===== config.mk =====
export PLATFORM = sky130hd
export DESIGN_NAME = sfb_status_bank
export DESIGN_NICKNAME = d
export VERILOG_FILES = /design/src/rtl/sfb_pkg.sv /design/src/rtl/sfb_status_bank.sv /design/src/rtl/sfb_tick_div.sv /design/src/rtl/sfb_status_word.sv
export VERILOG_INCLUDE_DIRS = /design/src /design/src/rtl
export SDC_FILE = /design/constraint.sdc
export NUM_CORES = 1
export LEC_CHECK = 0
export BUFFER_PORTS_ARGS = -buffer_cell sky130_fd_sc_hd__buf_2
export CAP_MARGIN = 20
export CELL_PAD_IN_SITES_DETAIL_PLACEMENT = 1
export CELL_PAD_IN_SITES_GLOBAL_PLACEMENT = 1
export CORE_ASPECT_RATIO = 1.2
export CORE_MARGIN = 5
export CORE_UTILIZATION = 41
export DETAILED_ROUTE_END_ITERATION = 8
export PLACE_DENSITY_LB_ADDON = 0.1
export SETUP_SLACK_MARGIN = 0.3
export SLEW_MARGIN = 10
export SYNTH_ARGS = -nofsm -noshare
export SYNTH_HDL_FRONTEND = slang
export SYNTH_SLANG_ARGS = --single-unit

===== constraint.sdc =====
create_clock -name sys_clk -period 3.85 [get_ports sys_clk]
set_input_delay 0.77 -clock sys_clk [delete_from_list [all_inputs] [get_ports sys_clk]]
set_output_delay 0.77 -clock sys_clk [all_outputs]
set_load 0.02 [all_outputs]

===== src/rtl/sfb_params.svh =====
// Constants of the welding power source status-flag bank: addresses,
// field positions, reserved-bit masks and heartbeat timing.
// Assumes it is included by bare name by the package and the modules.
`ifndef SFB_PARAMS_SVH
`define SFB_PARAMS_SVH

// Holding-register word addresses of the five status groups
`define SFB_ADDR_BASE      16'hF100
`define SFB_ADDR_G1        16'hF100
`define SFB_ADDR_G2        16'hF101
`define SFB_ADDR_G3        16'hF102
`define SFB_ADDR_G4        16'hF103
`define SFB_ADDR_G5        16'hF104
`define SFB_NUM_GROUPS     5
`define SFB_WORD_W         16

// Group 2 field positions
`define SFB_G2_HEARTBEAT   0
`define SFB_G2_READY       1
`define SFB_G2_ARC_STABLE  2
`define SFB_G2_CUR_FLOW    3
`define SFB_G2_MAIN_CUR    4
`define SFB_G2_COLL_N      5
`define SFB_G2_TOUCH       8
`define SFB_G2_TORCH_CONN  9
`define SFB_G2_CMD_RANGE   10
`define SFB_G2_CORR_RANGE  11
`define SFB_G2_PROC_ACT    12
`define SFB_G2_MOTION_REL  13
`define SFB_G2_WIRE_STICK  14

// Group 3 field positions
`define SFB_G3_PROC_LSB    0
`define SFB_G3_PARAM_INT   8
`define SFB_G3_CHAR_VALID  9
`define SFB_G3_PROC_RUN    11
`define SFB_G3_IMAGE_LSB   14

// Group 4 field positions
`define SFB_G4_STAB_PEN    0
`define SFB_G4_STAB_ARC    1
`define SFB_G4_MOTOR_LSB   5
`define SFB_G4_TIP_SHORT   14
`define SFB_G4_NOZZLE      15

// Group 5 field positions
`define SFB_G5_SNS1        0
`define SFB_G5_SNS2        1
`define SFB_G5_SNS3        2
`define SFB_G5_SNS4        4
`define SFB_G5_SAFETY_LSB  11
`define SFB_G5_NOTIFY      14
`define SFB_G5_NOT_READY   15

// Implemented-bit masks; every other bit reads as zero
`define SFB_MASK_G1        16'h0000
`define SFB_MASK_G2        16'h7F3F
`define SFB_MASK_G3        16'hCB1F
`define SFB_MASK_G4        16'hC0E3
`define SFB_MASK_G5        16'hD817

// Code values and reset values
`define SFB_PROC_INTERNAL  5'h00
`define SFB_PROC_MAX       5'h08
`define SFB_MOTOR_DEFAULT  3'h0
`define SFB_MOTOR_MAX      3'h2
`define SFB_IMAGE_STD      2'h0
`define SFB_WORD_RESET     16'h0000

// Heartbeat: 0.5 Hz square wave, rate given in millihertz
`define SFB_CLK_HZ         40000000
`define SFB_HB_RATE_MHZ    500
`define SFB_HB_HALF_CYC    ((`SFB_CLK_HZ / (2 * `SFB_HB_RATE_MHZ)) * 1000)

`endif


===== src/rtl/sfb_pkg.sv =====
// Types of the status-flag bank: flag inputs, register request,
// register answer and the state record of the top module.
// Assumes sfb_params.svh sits on the include path.
`include "sfb_params.svh"

package sfb_pkg;

  // Live flags from the power-source control logic
  typedef struct packed {
    logic       ps_ready;
    logic       arc_stable;
    logic       current_flow;
    logic       main_current;
    logic       collision;
    logic       touch;
    logic       torch_connected;
    logic       cmd_out_of_range;
    logic       corr_out_of_range;
    logic       process_active;
    logic       motion_release;
    logic       wire_stuck;
    logic [4:0] proc_code;
    logic       param_internal;
    logic       char_valid;
    logic       process_run;
    logic       stab_penetration;
    logic       stab_arclength;
    logic [2:0] motor_type;
    logic       tip_short;
    logic       nozzle_touch;
    logic [3:0] sensor;
    logic [1:0] safety;
    logic       notification;
    logic       not_ready;
  } sfb_flags_t;

  // One register access from the robot-side protocol engine
  typedef struct packed {
    logic        rd_en;
    logic        wr_en;
    logic [15:0] addr;
    logic [15:0] wdata;
  } sfb_req_t;

  // Answer to a register access
  typedef struct packed {
    logic        rd_valid;
    logic        rd_err;
    logic        wr_refused;
    logic [15:0] rdata;
  } sfb_rsp_t;

  // Whole state of the top module
  typedef struct packed {
    logic       heartbeat;
    logic [4:0] proc_code;
    logic [2:0] motor_type;
    sfb_rsp_t   rsp;
  } sfb_state_t;

endpackage


===== src/rtl/sfb_status_bank.sv =====
// Status-flag bank of the welding power source: five read-only 16-bit
// words that the robot controller polls at addresses F100 to F104.
// Assumes a protocol engine that presents one access per request and
// power-source logic that drives the flag inputs synchronously.
//
// Overview of operation
// - Whole word of group one is reserved and always reads zero.
// - Group two bit 0 toggles as a 0.5 Hz heartbeat while running.
// - Group two bit 1 is high while the power source is ready.
// - Group two bits 2, 3, 4: arc stable, current flow, main current.
// - Group two bit 5 is collision protection, zero means collision.
// - Group two bit 8 touch, bit 9 torch body; bits 6-7 reserved.
// - Group two bit 10 command out of range, bit 11 correction.
// - Group two bits 12-14: process active, motion release, wire stuck.
// - Group three bits 0-4 hold the process code; bits 5-7 reserved.
// - Group three bits 8, 9, 11: internal selection, valid, running.
// - Group three bits 14-15 hold the process-image variant code.
// - Group four bits 0 and 1 report the two stabilizers active.
// - Group four bits 5-7 hold the feeder motor type code.
// - Motor codes 0, 1, 2 only; codes 3 to 7 are never produced.
// - Group four bit 14 tip short circuit, bit 15 nozzle touched.
// - Group five sensor flags at bits 0, 1, 2 and 4.
// - Group five bits 11-12 safety code; bit 13 reserved.
// - Group five bit 14 notification pending, bit 15 not ready.
// - Process code 0 is internal selection, 1 to 8 processes.
// - Process-image code 00 means the standard image layout.
`timescale 1ns/10ps
`default_nettype none

`include "sfb_params.svh"

module sfb_status_bank #(
  parameter int unsigned HB_HALF_CYC = `SFB_HB_HALF_CYC,
  parameter logic [1:0]  PROC_IMAGE  = `SFB_IMAGE_STD
) (
  input  wire logic                sys_clk,
  input  wire logic                reset,
  input  wire sfb_pkg::sfb_flags_t flags,
  input  wire sfb_pkg::sfb_req_t   req,
  output var  sfb_pkg::sfb_rsp_t   rsp,
  output var  logic                heartbeat
);

  localparam int unsigned NG = `SFB_NUM_GROUPS;

  // Implemented-bit mask of each group, in address order
  localparam logic [15:0] MASKS [NG] = '{
    `SFB_MASK_G1, `SFB_MASK_G2, `SFB_MASK_G3, `SFB_MASK_G4, `SFB_MASK_G5
  };

  sfb_pkg::sfb_state_t st_r;
  sfb_pkg::sfb_state_t st_nxt;

  logic        hb_tick;
  logic [15:0] raw   [NG];
  logic [15:0] words [NG];
  logic [15:0] offs;
  logic        hit;
  logic [2:0]  idx;

  // Half-period enable for the heartbeat; long count is a parameter so
  // a simulation can shorten it
  sfb_tick_div #(
    .DIV (HB_HALF_CYC)
  ) u_hb_div (
    .sys_clk (sys_clk),
    .reset   (reset),
    .tick    (hb_tick)
  );

  // Group one carries no status; its whole word stays zero
  always_comb begin
    raw[0] = `SFB_WORD_RESET;
  end

  // Group two: liveness, arc and process flags
  always_comb begin
    raw[1] = `SFB_WORD_RESET;
    raw[1][`SFB_G2_HEARTBEAT]  = st_r.heartbeat;
    raw[1][`SFB_G2_READY]      = flags.ps_ready;
    raw[1][`SFB_G2_ARC_STABLE] = flags.arc_stable;
    raw[1][`SFB_G2_CUR_FLOW]   = flags.current_flow;
    raw[1][`SFB_G2_MAIN_CUR]   = flags.main_current;
    // Inverted so a broken link or zero word also reads as collision
    raw[1][`SFB_G2_COLL_N]     = ~flags.collision;
    raw[1][`SFB_G2_TOUCH]      = flags.touch;
    raw[1][`SFB_G2_TORCH_CONN] = flags.torch_connected;
    raw[1][`SFB_G2_CMD_RANGE]  = flags.cmd_out_of_range;
    raw[1][`SFB_G2_CORR_RANGE] = flags.corr_out_of_range;
    raw[1][`SFB_G2_PROC_ACT]   = flags.process_active;
    raw[1][`SFB_G2_MOTION_REL] = flags.motion_release;
    raw[1][`SFB_G2_WIRE_STICK] = flags.wire_stuck;
  end

  // Group three: process code, selection state and image variant
  always_comb begin
    raw[2] = `SFB_WORD_RESET;
    raw[2][`SFB_G3_PROC_LSB +: 5] = st_r.proc_code;
    raw[2][`SFB_G3_PARAM_INT]     = flags.param_internal;
    raw[2][`SFB_G3_CHAR_VALID]    = flags.char_valid;
    raw[2][`SFB_G3_PROC_RUN]      = flags.process_run;
    raw[2][`SFB_G3_IMAGE_LSB +: 2] = PROC_IMAGE;
  end

  // Group four: stabilizers, motor type and torch contact events
  always_comb begin
    raw[3] = `SFB_WORD_RESET;
    raw[3][`SFB_G4_STAB_PEN]       = flags.stab_penetration;
    raw[3][`SFB_G4_STAB_ARC]       = flags.stab_arclength;
    raw[3][`SFB_G4_MOTOR_LSB +: 3] = st_r.motor_type;
    raw[3][`SFB_G4_TIP_SHORT]      = flags.tip_short;
    raw[3][`SFB_G4_NOZZLE]         = flags.nozzle_touch;
  end

  // Group five: sensors, safety code and readiness faults
  always_comb begin
    raw[4] = `SFB_WORD_RESET;
    raw[4][`SFB_G5_SNS1]            = flags.sensor[0];
    raw[4][`SFB_G5_SNS2]            = flags.sensor[1];
    raw[4][`SFB_G5_SNS3]            = flags.sensor[2];
    raw[4][`SFB_G5_SNS4]            = flags.sensor[3];
    raw[4][`SFB_G5_SAFETY_LSB +: 2] = flags.safety;
    raw[4][`SFB_G5_NOTIFY]          = flags.notification;
    raw[4][`SFB_G5_NOT_READY]       = flags.not_ready;
  end

  // One masked word register per group; reserved bits cannot escape
  for (genvar g = 0; g < NG; g++) begin : g_word
    sfb_status_word #(
      .MASK (MASKS[g])
    ) u_word (
      .sys_clk (sys_clk),
      .reset   (reset),
      .raw     (raw[g]),
      .word    (words[g])
    );
  end

  // Address decode of the five consecutive word addresses
  always_comb begin
    offs = req.addr - `SFB_ADDR_BASE;
    hit  = (offs < 16'(NG));
    idx  = offs[2:0];
  end

  // Next state: heartbeat, sanitised codes and the access answer
  always_comb begin
    st_nxt = st_r;

    // Heartbeat flips every half period from reset release onward
    if (hb_tick) begin
      st_nxt.heartbeat = ~st_r.heartbeat;
    end

    // Unused process codes keep the last legal value so the robot never
    // sees a code it cannot decode
    if (flags.proc_code <= `SFB_PROC_MAX) begin
      st_nxt.proc_code = flags.proc_code;
    end

    // Reserved motor codes are held off the bus the same way
    if (flags.motor_type <= `SFB_MOTOR_MAX) begin
      st_nxt.motor_type = flags.motor_type;
    end

    // Answer pulses last one cycle
    st_nxt.rsp.rd_valid   = 1'b0;
    st_nxt.rsp.rd_err     = 1'b0;
    st_nxt.rsp.wr_refused = 1'b0;

    // A read returns the word or zero with an error for a bad address;
    // read data stands until the next read
    if (req.rd_en) begin
      st_nxt.rsp.rd_valid = 1'b1;
      if (hit) begin
        st_nxt.rsp.rdata = words[idx];
      end else begin
        st_nxt.rsp.rdata  = `SFB_WORD_RESET;
        st_nxt.rsp.rd_err = 1'b1;
      end
    end

    // The bank is read-only: writes change nothing and are only reported
    if (req.wr_en) begin
      st_nxt.rsp.wr_refused = 1'b1;
    end
  end

  // State register
  always_ff @(posedge sys_clk or posedge reset) begin
    if (reset) begin
      st_r.heartbeat      <= 1'b0;
      st_r.proc_code      <= `SFB_PROC_INTERNAL;
      st_r.motor_type     <= `SFB_MOTOR_DEFAULT;
      st_r.rsp.rd_valid   <= 1'b0;
      st_r.rsp.rd_err     <= 1'b0;
      st_r.rsp.wr_refused <= 1'b0;
      st_r.rsp.rdata      <= `SFB_WORD_RESET;
    end else begin
      st_r <= st_nxt;
    end
  end

  // Outputs straight from the state register
  assign rsp       = st_r.rsp;
  assign heartbeat = st_r.heartbeat;

endmodule

`default_nettype wire


===== src/rtl/sfb_tick_div.sv =====
// Clock divider giving a one-cycle enable pulse every DIV cycles.
// Assumes a single clock and an asynchronous active-high reset.
`timescale 1ns/10ps
`default_nettype none

module sfb_tick_div #(
  parameter int unsigned DIV = 4
) (
  input  wire logic sys_clk,
  input  wire logic reset,
  output var  logic tick
);

  localparam int unsigned CW = (DIV > 2) ? $clog2(DIV) : 1;
  localparam logic [CW-1:0] LAST = CW'(DIV - 1);

  logic [CW-1:0] cnt_r;
  logic [CW-1:0] cnt_nxt;
  logic          tick_nxt;

  // Wrap at the last count and flag it for one cycle
  always_comb begin
    tick_nxt = (cnt_r == LAST);
    cnt_nxt  = tick_nxt ? '0 : cnt_r + CW'(1);
  end

  // Counter and pulse register
  always_ff @(posedge sys_clk or posedge reset) begin
    if (reset) begin
      cnt_r <= '0;
      tick  <= 1'b0;
    end else begin
      cnt_r <= cnt_nxt;
      tick  <= tick_nxt;
    end
  end

endmodule

`default_nettype wire


===== src/rtl/sfb_status_word.sv =====
// One read-only status word: samples its raw value each cycle and
// forces every bit outside MASK to zero.
// Assumes a single clock and an asynchronous active-high reset.
`timescale 1ns/10ps
`default_nettype none

`include "sfb_params.svh"

module sfb_status_word #(
  parameter logic [15:0] MASK = 16'hFFFF
) (
  input  wire logic        sys_clk,
  input  wire logic        reset,
  input  wire logic [15:0] raw,
  output var  logic [15:0] word
);

  logic [15:0] word_nxt;

  // Reserved positions never leak, whatever the source drives
  always_comb begin
    word_nxt = raw & MASK;
  end

  // Word register
  always_ff @(posedge sys_clk or posedge reset) begin
    if (reset) begin
      word <= `SFB_WORD_RESET;
    end else begin
      word <= word_nxt;
    end
  end

endmodule

`default_nettype wire


# Yosys cells after proc, flatten, opt, wreduce, memory -nomap -nowiden
# Cells that the tools add are included.
# Widths: inputs -> output; s select.
# op_classes
n_reduce_logical	0
n_mul	0
order_cmp	4
muxes	8
shifts	0
n_div	0
eq_ne	1
bitwise_logic	3
n_addsub	2
# ops
operator	n
$bmux 16 s3	1
$mux 16	3
$add 26x1->26 const B	1
$eq 26x26->1 const B	1
$mux 26	1
$lt 16x3->1 const B	1
$sub 16x16->16 const B	1
$le 5x4->1 const B	1
$ge 4x4->1 const B	1
$not 3->4	1
$le 3x2->1 const B	1
$mux 1	2
$mux 2	1
$not 1->1	2
# word_totals
mem_bits_ro	0
wordCells	31
mem_count	0
output_inout_bits	20
regBits	91
ramBits	0
latch_bits	0
input_bits	71

# Longest topological paths before layout
# Gate-level depths: netlist of the first run.
# depth
word_depth	6
mapped_depth	5
ltp_nobuf	5

# Modules after synthesis
# From an unflattened synthesis of the first run, not the netlist that was laid out.
# unflattened
cells_unflattened	402
hier_area_um2	4475.5
# by_module_without_submodules
module	seq_area_each_um2	instances	area_per_inst_um2	cells_per_inst
sfb_status_bank	700.7	1	1833.0	183
sfb_tick_div	675.6	1	1342.5	130
sfb_status_word at g_word[1].u_word	325.3	1	355.3	18
sfb_status_word at g_word[2].u_word	250.2	1	302.8	18
sfb_status_word at g_word[4].u_word	200.2	1	267.8	18
sfb_status_word at g_word[3].u_word	175.2	1	250.2	18
sfb_status_word at g_word[0].u_word	0.0	1	123.9	17

# Worst setup path after synthesis of the first run
# Ideal clock, no wire load.
# synth_timing
kind	input port to flip-flop
startpoint	in flags[18] (netlist name)
endpoint	reg st_r, in the netlist raw[32]
cell_stages	3
arrival_ns	1.789
setup_ns	0.125
required_time_ns	3.725
path_slack_ns	1.936
path_buffers	0
cell_sequence	or3_1 -> a21oi_1 -> mux2_2
# synth_via
elab_chain_len	1
# synth_rtl
element	line	rtl
start, declared	sfb_status_bank.sv:38	input wire sfb_pkg::sfb_flags_t flags,
$le 5x4->1 (no line)	--	
end signal, assigned	sfb_status_bank.sv:200	st_r <= st_nxt;
end, declared	sfb_status_bank.sv:51	sfb_pkg::sfb_state_t st_r;
# Several ways; a longest one is shown, not always the timed one.
# A chain may end at the register's enable or synchronous reset.

# Final worst setup path of the first run
# layout_timing
startpoint	reg u_hb_div.cnt_r[5]
endpoint	reg u_hb_div.cnt_r[18]
# layout_via
elab_chain_len	2
word_cells_on_any_way	3
cone_classes	add/sub: 1; eq/ne: 1; mux: 1
# layout_rtl
element	line	rtl
start, declared	sfb_tick_div.sv:17	logic [CW-1:0] cnt_r;
start signal, assigned	sfb_tick_div.sv:33	cnt_r <= cnt_nxt;
$add 26x1->26 or $eq 26x26->1 (tied branches)	sfb_tick_div.sv:24, sfb_tick_div.sv:23	
$mux 26 *	sfb_tick_div.sv:24	cnt_nxt = tick_nxt ? '0 : cnt_r + CW'(1);
via u_hb_div.cnt_nxt[18]	sfb_tick_div.sv:18	logic [CW-1:0] cnt_nxt;
# The timed path passes the listed nets; every way through them passes the cells marked *.

==> results of run 1 <==
-- metal layers --
layer | share of wire (%) | up-vias | track usage [%] | routed length, um
met4 | 1.9 | 0 | 6.65 | 148
met2 | 52 | 58 | 26.5 | 4050
li1 | - | 1154 | - | -
met5 | 0 | - | 0 | 0
met1 | 41 | 1251 | 19.4 | 3200
met3 | 5.1 | 14 | 3.46 | 398
-- report_power, final --
part	internal (W)	switching [W]	leakage, nW
Clock	0.000238	0.000341	0.0787
Sequential	0.000987	0.0000103	1.17
Combinational	0.0000394	0.0000535	0.683
-- worst min-delay path by stage --
stage,startpoint,end,slack (ns),cells past startpoint
4_1_cts,raw[32],g_word[2].u_word.word[0],0.37,0
3_3_place_gp,raw[32],g_word[2].u_word.word[0],0.36,0
2_1_floorplan,raw[36],g_word[2].u_word.word[4],0.35,0
3_5_place_dp,raw[23],g_word[3].u_word.word[7],0.36,0
6_report,raw[32],g_word[2].u_word.word[0],0.37,0
5_1_grt,raw[32],g_word[2].u_word.word[0],0.39,0
-- cell families (layout without fill, tap and decap cells) --
family,count (synthesis),in the layout,synth area share [%]
XOR/XNOR,16,16,4.03
multiplexers,9,9,2.74
adder cells (fa/ha/maj),1,1,0.360
AND/OR/NAND/NOR,87,87,14.3
AO/OA/AOI/OAI,53,53,11.2
flip-flops,91,91,65.5
buffers and inverters,16,100,1.94
-- cell type report --
cell class / instances / area [um^2]
inverter: 9 / 35.0
clock inverter: 6 / 48.8
multi-input combinational: 166 / 1130
tap: 114 / 143
clock buffer: 9 / 124
timing repair buffer: 76 / 385
fill: 906 / 4050
sequential: 91 / 2280
-- flip-flops by register name (all words and copies together) (netlist names) --
signal	count
g_word.u_word.word	36
u_hb_div.cnt_r	26
rsp	19
u_hb_div.tick	1
heartbeat	1
raw	8
-- worst reg2reg max path, cell delays in order (launching register included) --
cell and delay [ns]:
dfrtp_1 0.42, nand4_1 0.41, nor4_1 1.05, nand4_1 0.24, xnor2_1 0.18
-- metrics by stage --
step                      cells  total power [W]  worst slack [ns]  utilization (%)
after floorplan             273          0.00106             0.716                -
after global placement      456          0.00111              1.48             48.4
after detailed placement    456          0.00111              1.47             48.4
after CTS                   471          0.00170              1.48             50.5
after global routing        471          0.00175              1.28             50.5
final                       471          0.00167              1.45             50.5
-- placed cells by master, fill, tap and decap left out, drive strengths merged, types with 2 or more instances in the layout --
cell type | synthesis | routed
o21ai | 7 | 7
nand3 | 13 | 13
clkbuf | 6 | 9
and4 | 3 | 3
mux2 | 4 | 4
o211ai | 2 | 2
nor3 | 4 | 4
or2 | 2 | 2
mux2i | 5 | 5
inv | 8 | 10
nor4 | 5 | 5
or3 | 5 | 5
buf | 1 | 76
nand2 | 10 | 10
a222oi | 3 | 3
dfrtp | 91 | 91
nor2b | 5 | 5
clkinvlp | 0 | 3
xnor2 | 12 | 12
o2bb2ai | 8 | 8
clkinv | 1 | 2
nor3b | 3 | 3
nor2 | 18 | 18
or4 | 2 | 2
a22o | 6 | 6
xor2 | 4 | 4
nand4 | 8 | 8
and3 | 4 | 4
a21oi | 14 | 14
nor4bb | 2 | 2
a32o | 5 | 5
a211oi | 2 | 2
==> flow_summary.toml, run 1 <==
[die]
die_w_um = 94.1
die_h_um = 111
ios = 91
core_area_um2 = 8200
fp-row-count = 36
dieArea_um2 = 10400
start_util_pct = 42.4

[placed_design]
place_area_um2 = 3970
finalWeightedCongestion = 0.818
dp_hpwl_um = 5750
io_buffers = 74

[synthesis]
syn_area_per_cell_um2 = 12.7
synthArstFlopShare_pct = 100
yosys_most_used_dff = "dfrtp_1"
synth_edf_count = 0
synth_nets = 345
synth_cell_type_count = 44
seq_area_frac_synth_pct = 65.5
syn_area_um2 = 3480
synth_area_leaders = "dfrtp_1, xnor2_1, a21oi_1"
synth.largest_area_cell = "dfrtp_1"
yosys_warnings = 0
synth_cells = 273
ys_ff_latch = 91
synth_commonest_cells = "dfrtp_1, nor2_1, a21oi_1"
yosys.area.top_type_share_pct = 65.5
synth.most_common_cell = "dfrtp_1"

[layout]
fin_area_um2 = 4140
area_delta_synth_final_pct = 19.2
antenna_cells = 0
drive_gt1_share_pct = 28.9
layout.nets = 425

[timing]
fmax_ghz = 0.417
slew_headroom_pct = 26.4
min_period_ns = 2.40
fin_crit_sh_pct = 62.2
setup_viol = 0
slew_viol_final = 0
finalSetupTns_ns = 0
grt_setup_unrepaired = "false"
worstMarginPinSlew_ns = 1.09
holdWs_ns = 0.370
skew_ns = 0.00948
hold_violations = 0

[clock_network]
cts-htree-levels = 3
cts-root-buf = "clkbuf_8"
insertion_delay_ns = 0.36
clk_path_buf_depth = 2
cts.sinks = 91
clkTransAtPathRegs_ns = 0.09
cts_buffers = 9
cts_tree = "yes"
post_cts_buffers = 0
holdBufCountCts = 0
cts-resized-gates = 0

[critical_path]
rrSetupSlack_ns = 1.45
worst-path-buf-inv = 0
cp_common_cell = "nand4_1"
cp-startpoint = "u_hb_div.cnt_r[5]"
crit_slowest_cell = "nor4_1"
r2r_cells = 4
path_delay_family = "simple AND/OR/NAND/NOR gates"
path_depth = 4
worstSetupPathType = "reg -> reg"
cp_cell_sequence = "nand4_1 > nor4_1 > nand4_1 > xnor2_1"
crit_path_end = "u_hb_div.cnt_r[18]"
start_kind = "flop"
r2r_end = "u_hb_div.cnt_r[18]"
cp_max_fo = 11
crit_path_end_kind = "flop"
critPathRequiredTime_ns = 4.10
slowest_delay_ns = 1.05
r2r_start = "u_hb_div.cnt_r[5]"
cp.arrival_ns = 2.64

[run]
cap_viol_max_count = 0

[power_and_ir_drop]
p_leak_nw = 1.93
power.density_nw_per_um2 = 403
irDropWorstVdd_mv = 0.154

[drt]
wire_per_inst_um = 16.5
drt-vias-per-instance = 5.26
wl_um = 7790
drt_iter0_drc = 80
num_vias = 2477
drc = 0
first_pass_iters = 4
ant_nets = 0

[grt]
grt_max_degree = 52
grt_use_total_pct = 15.8
antenna_found_initial = 0
grt_overflow = 0
grt_pass1_vias = 2599
grt_pass1_wl_um = 12900

[status]
status = "finished, final reports clean"

[worst_hold_path]
hold_class = "reg -> reg"
No activity file was read; power rests on OpenSTA's default activity.
==> run 2, diff against run 1 <==
- CORE_UTILIZATION: 41 -> 37
- clock period: 3.85 -> 2.15 ns (I/O delays scaled with it)
==> run 2 against run 1 <==
Effect of this change:
- count of clock-buffer cells in the layout is the same
- wire length grew 6.0%
- clock skew grew 0.0039 ns
- design area grew 4.4%
- sequential power grew 80%
- sequential cell count is the same
- non-clock buffer count grew 15
- via count grew 3.3%
- sequential share of layout area shrank 2.2 points
- global-route usage shrank 0.59 points
==> flow_summary.toml, run 2 (same netlist as run 1, synthesis figures left out) <==
[power_and_ir_drop]
p_sw_share_pct = 23.7
p_clk_share_pct = 37.4
seq_power_share_pct = 57.1
p_leak_nw = 2.01
internal_power_w = 0.00239
combPwrFrac_pct = 5.5
irDropWorstVdd_mv = 0.254
power.density_nw_per_um2 = 724
power.switching_w = 0.000743

[die]
fp-row-count = 38
start_util_pct = 38.1
core_area_um2 = 9130
die_w_um = 98.5
ios = 91
dieArea_um2 = 11400
die_h_um = 116

[grt]
grt_pass1_wl_um = 13500
grt_use_total_pct = 15.2
grt_max_degree = 92
grt_overflow = 0
grt_pass1_vias = 2680
antenna_found_initial = 0

[layout]
largest_register_ffs = 36
final_cell_mix = "dfrtp_1, buf_2, nor2_1"
utilization_pct = 47.4
mostFrequentLayoutCell = "dfrtp_1"
antenna_cells = 0
area_delta_synth_final_pct = 24.4
drive_gt1_share_pct = 33.5
layout.nets = 440
regMostFlops = "g_word.u_word.word"
reg_top3 = "g_word.u_word.word (36), u_hb_div.cnt_r (26), rsp (19)"

[timing]
hold_violations = 0
slew_viol_final = 0
fin_crit_sh_pct = 82.9
worstMarginPinSlew_ns = 0.537
setup_viol = 0
fmax_ghz = 0.561
slew_headroom_pct = 64.1
finalSetupTns_ns = 0
grt_setup_unrepaired = "false"
min_period_ns = 1.78
skew_ns = 0.0133

[worst_hold_path]
hold_class = "in -> reg"

[drt]
wire_per_inst_um = 16.7
drc = 0
first_pass_iters = 5
ant_nets = 0
drt_iter0_drc = 92
wl_um = 8260
num_vias = 2558
drt-vias-per-instance = 5.19

[clock_network]
insertion_delay_ns = 0.37
holdBufCountCts = 0
clkTransAtPathRegs_ns = 0.09
cts-htree-levels = 3
clk_path_buf_depth = 2
cts-root-buf = "clkbuf_8"
cts_buffers = 9
cts_tree = "yes"
cts.sinks = 91

[critical_path]
cp.arrival_ns = 2.07
worstSetupPathType = "reg -> reg"
start_kind = "flop"
critPathRequiredTime_ns = 2.44
crit_path_end_kind = "flop"
cp_max_fo = 5

[status]
status = "finished, final reports clean"

[placed_design]
io_buffers = 74
finalWeightedCongestion = 0.766
dp_hpwl_um = 5780

[run]
cap_viol_max_count = 0
==> run 2: final timing paths <==
check,from,to,slack (ns),cells past startpoint
min in group asynchronous,reset,rsp[16],0.18,3
setup reg to reg,u_hb_div.cnt_r[4],u_hb_div.cnt_r[17],0.37,4
hold / removal,flags[14],g_word[3].u_word.word[0],0.16,1
setup / recovery,u_hb_div.cnt_r[4],u_hb_div.cnt_r[17],0.37,4
hold reg to reg,raw[34],g_word[2].u_word.word[2],0.37,0
max in group asynchronous,reset,u_hb_div.cnt_r[3],1.57,3
==> run 2: critical path, cell delays in order (launching register included) <==
cell and delay (ns):
dfrtp_1 0.40, nand4_1 0.20, or4_4 0.62, or3_1 0.33, a21oi_1 0.16
==> run 2: layout make-up <==
type,count,area (um^2)
sequential,91,2280
timing repair buffer,91,510
clock buffer,9,124
fill,1021,4800
tap,120,150
multi-input combinational,166,1140
clock inverter,7,77.6
inverter,9,37.5
==> run 2: what timing repair did <==
action | CTS | global route
gates cloned | 0 | 0
setup endpoints to repair | 3 | 9
pin swaps | 0 | 2
hold endpoints to repair | 0 | 0
buffers inserted | 0 | 8
gates resized for setup | 2 | 4
==> run 2: metal layers <==
layer	part of all wire [%]	wire, um	global-route usage (%)	vias up
met2	50	4130	25.2	68
met3	5.5	454	3.58	17
met4	2.4	200	8.47	0
met5	0	0	0	-
li1	-	-	-	1188
met1	42	3470	18.4	1285
==> run 2: power by group through the flow <==
stage                logic, W  clock network (W)  registers, W
finish               0.000173            0.00117       0.00179
global route         0.000197            0.00129       0.00179
CTS                  0.000181            0.00122       0.00179
detailed placement   0.000179                  0       0.00182
global placement     0.000173                  0       0.00182
floorplan           0.0000848                  0       0.00182
==> run 2: through the flow <==
| stage | total power (W) | worst slack (ns) | cells | area, um^2 | hold WS, ns |
|---|---|---|---|---|---|
| after floorplan | 0.00190 | 0.432 | 273 | 3480 | 0.347 |
| after global placement | 0.00199 | 0.343 | 469 | 4050 | 0.358 |
| after detailed placement | 0.00200 | 0.284 | 469 | 4050 | 0.360 |
| after CTS | 0.00319 | 0.319 | 485 | 4260 | 0.142 |
| after global routing | 0.00328 | 0.301 | 493 | 4330 | 0.141 |
| final | 0.00313 | 0.368 | 493 | 4330 | 0.161 |
==> run 3, diff against run 2 <==
- CORE_UTILIZATION: 37 -> 41
- clock period: 2.15 -> 1.85 ns (I/O delays scaled with it)
==> run 3 against run 2 <==
Effect of this change:
- non-clock buffer count rose by 22
- design area rose by 6.2%
- combinational power rose by 21%
- total power rose by 22%
- wire length rose by 3.8%
- die area fell by 8.9%
- sequential power rose by 16%
- clock skew fell by 0.0017 ns
- critical path type unchanged
- critical endpoint is now u_hb_div.cnt_r[21]
==> flow_summary.toml, run 3 (same netlist as run 1, synthesis figures left out) <==
[layout]
finalNonFillerCells = 509
register_area_um2 = 2280
mostFrequentLayoutCell = "dfrtp_1"
antenna_cells = 0
area_delta_synth_final_pct = 32.1
regMostFlops = "g_word.u_word.word"
layout.nets = 462
reg_top3 = "g_word.u_word.word (36), u_hb_div.cnt_r (26), rsp (19)"
multi_input_area_um2 = 1200
drive_gt1_share_pct = 39.5
final_cell_mix = "dfrtp_1, buf_2, buf_4"
fill_cells = 899
largest_register_ffs = 36

[timing]
finalSetupTns_ns = 0
skew_ns = 0.0116
slew_viol_final = 0
grt_setup_unrepaired = "true"
setup_viol = 0
hold_violations = 0
holdWs_ns = 0.0594
fin_crit_sh_pct = 93.5
fmax_ghz = 0.578
setup_ws_ns = 0.121
slew_headroom_pct = 51.3
min_period_ns = 1.73
worstMarginPinSlew_ns = 0.729

[power_and_ir_drop]
p_leak_nw = 2.16
irDropWorstVdd_mv = 0.385
power.density_nw_per_um2 = 833

[die]
die_w_um = 94.1
ios = 91
fp-row-count = 36
core_area_um2 = 8200
die_h_um = 111
dieArea_um2 = 10400
start_util_pct = 42.4

[drt]
drt-vias-per-instance = 5.17
first_pass_iters = 4
num_vias = 2633
ant_nets = 0
wl_um = 8570
drt_iter0_drc = 77
wire_per_inst_um = 16.8
drc = 0

[critical_path]
cp_cell_sequence = "nand4_1 > or4_4 > buf_4 > o21ai_0 > a21oi_1"
r2r_start = "u_hb_div.cnt_r[10]"
path_delay_family = "simple AND/OR/NAND/NOR gates"
crit_path_end_kind = "flop"
critPathRequiredTime_ns = 2.10
start_kind = "flop"
cp-startpoint = "u_hb_div.cnt_r[10]"
cp_max_fo = 5
slowest_delay_ns = 0.57
worst-path-buf-inv = 1
cp.arrival_ns = 1.98
crit_slowest_cell = "or4_4"
worstSetupPathType = "reg -> reg"

[clock_network]
insertion_delay_ns = 0.36
clk_path_buf_depth = 2
cts-htree-levels = 3
clkTransAtPathRegs_ns = 0.10
cts_tree = "yes"
cts_buffers = 9
cts-root-buf = "clkbuf_8"
holdBufCountCts = 0
cts.sinks = 91

[grt]
grt_pass1_wl_um = 13400
grt_max_degree = 29
grt_overflow = 0
grt_pass1_vias = 2731
antenna_found_initial = 0
grt_use_total_pct = 16.5

[placed_design]
dp_hpwl_um = 5950
finalWeightedCongestion = 0.825
dp_slack_ns = 0.109
dp_cells = 473
io_buffers = 74

[status]
status = "finished, final reports clean"

[worst_hold_path]
hold_class = "in -> async"

[run]
cap_viol_max_count = 0
==> run 3: final timing paths <==
| check | slack, ns | endpoint | depth (start not counted) |
|---|---|---|---|
| worst min register to register | 0.38 | g_word[3].u_word.word[6] | 0 |
| worst min-delay path | 0.06 | rsp[16] | 2 |
| max in group asynchronous | 1.20 | u_hb_div.cnt_r[11] | 3 |
| worst max-delay path | 0.12 | u_hb_div.cnt_r[21] | 5 |
| worst max register to register | 0.12 | u_hb_div.cnt_r[21] | 5 |
| min in group sys_clk | 0.11 | g_word[3].u_word.word[0] | 1 |
==> run 3: repair_timing <==
action | 4_1_cts | 5_1_grt
hold endpoints to repair | 0 | 0
setup endpoints to repair | 19 | 22
pin swaps | 3 | 4
resized for setup | 9 | 12
setup buffers | 11 | 9
==> run 3: where the power goes <==
group | internal, W | switching [W] | leakage, nW
Clock | 0.000810 | 0.000728 | 0.113
Combinational | 0.0000962 | 0.000114 | 0.889
Sequential | 0.00205 | 0.0000221 | 1.16
Total | 0.00296 | 0.000864 | 2.16
==> run 3: routing by layer <==
| layer | track usage [%] | part of all wire [%] | wire [um] |
|---|---|---|---|
| met1 | 19.9 | 40 | 3450 |
| met2 | 28.3 | 54 | 4600 |
| met3 | 4.21 | 4.9 | 418 |
| met4 | 5.49 | 1.1 | 98 |
| met5 | 0 | 0 | 0 |
==> run 3: layout make-up <==
cell class,instances,area share [%]
flip-flops and latches,91,49.7
multi-input cells,166,26.2
repair buffers,113,15.1
well taps,114,3.11
clock buffers,10,3.00
clock inverters,6,2.04
inverters,9,0.817
==> run 3: worst reg2reg max path, delay by kind of cell (launching register included) <==
| kind | cells | cell delay, ns |
|---|---|---|
| buf+inv | 1 | 0.16 |
| simple gates | 2 | 0.69 |
| flops | 1 | 0.43 |
| compound gates | 2 | 0.34 |
==> run 3: per-stage QoR <==
stage | power (W) | area [um^2] | utilization [%]
floorplan | 0.00221 | 3490 | -
detailed placement | 0.00233 | 4130 | 50.4
global route | 0.00401 | 4590 | 56.0
global placement | 0.00233 | 4130 | 50.4
CTS | 0.00387 | 4480 | 54.6
finish | 0.00382 | 4590 | 56.0
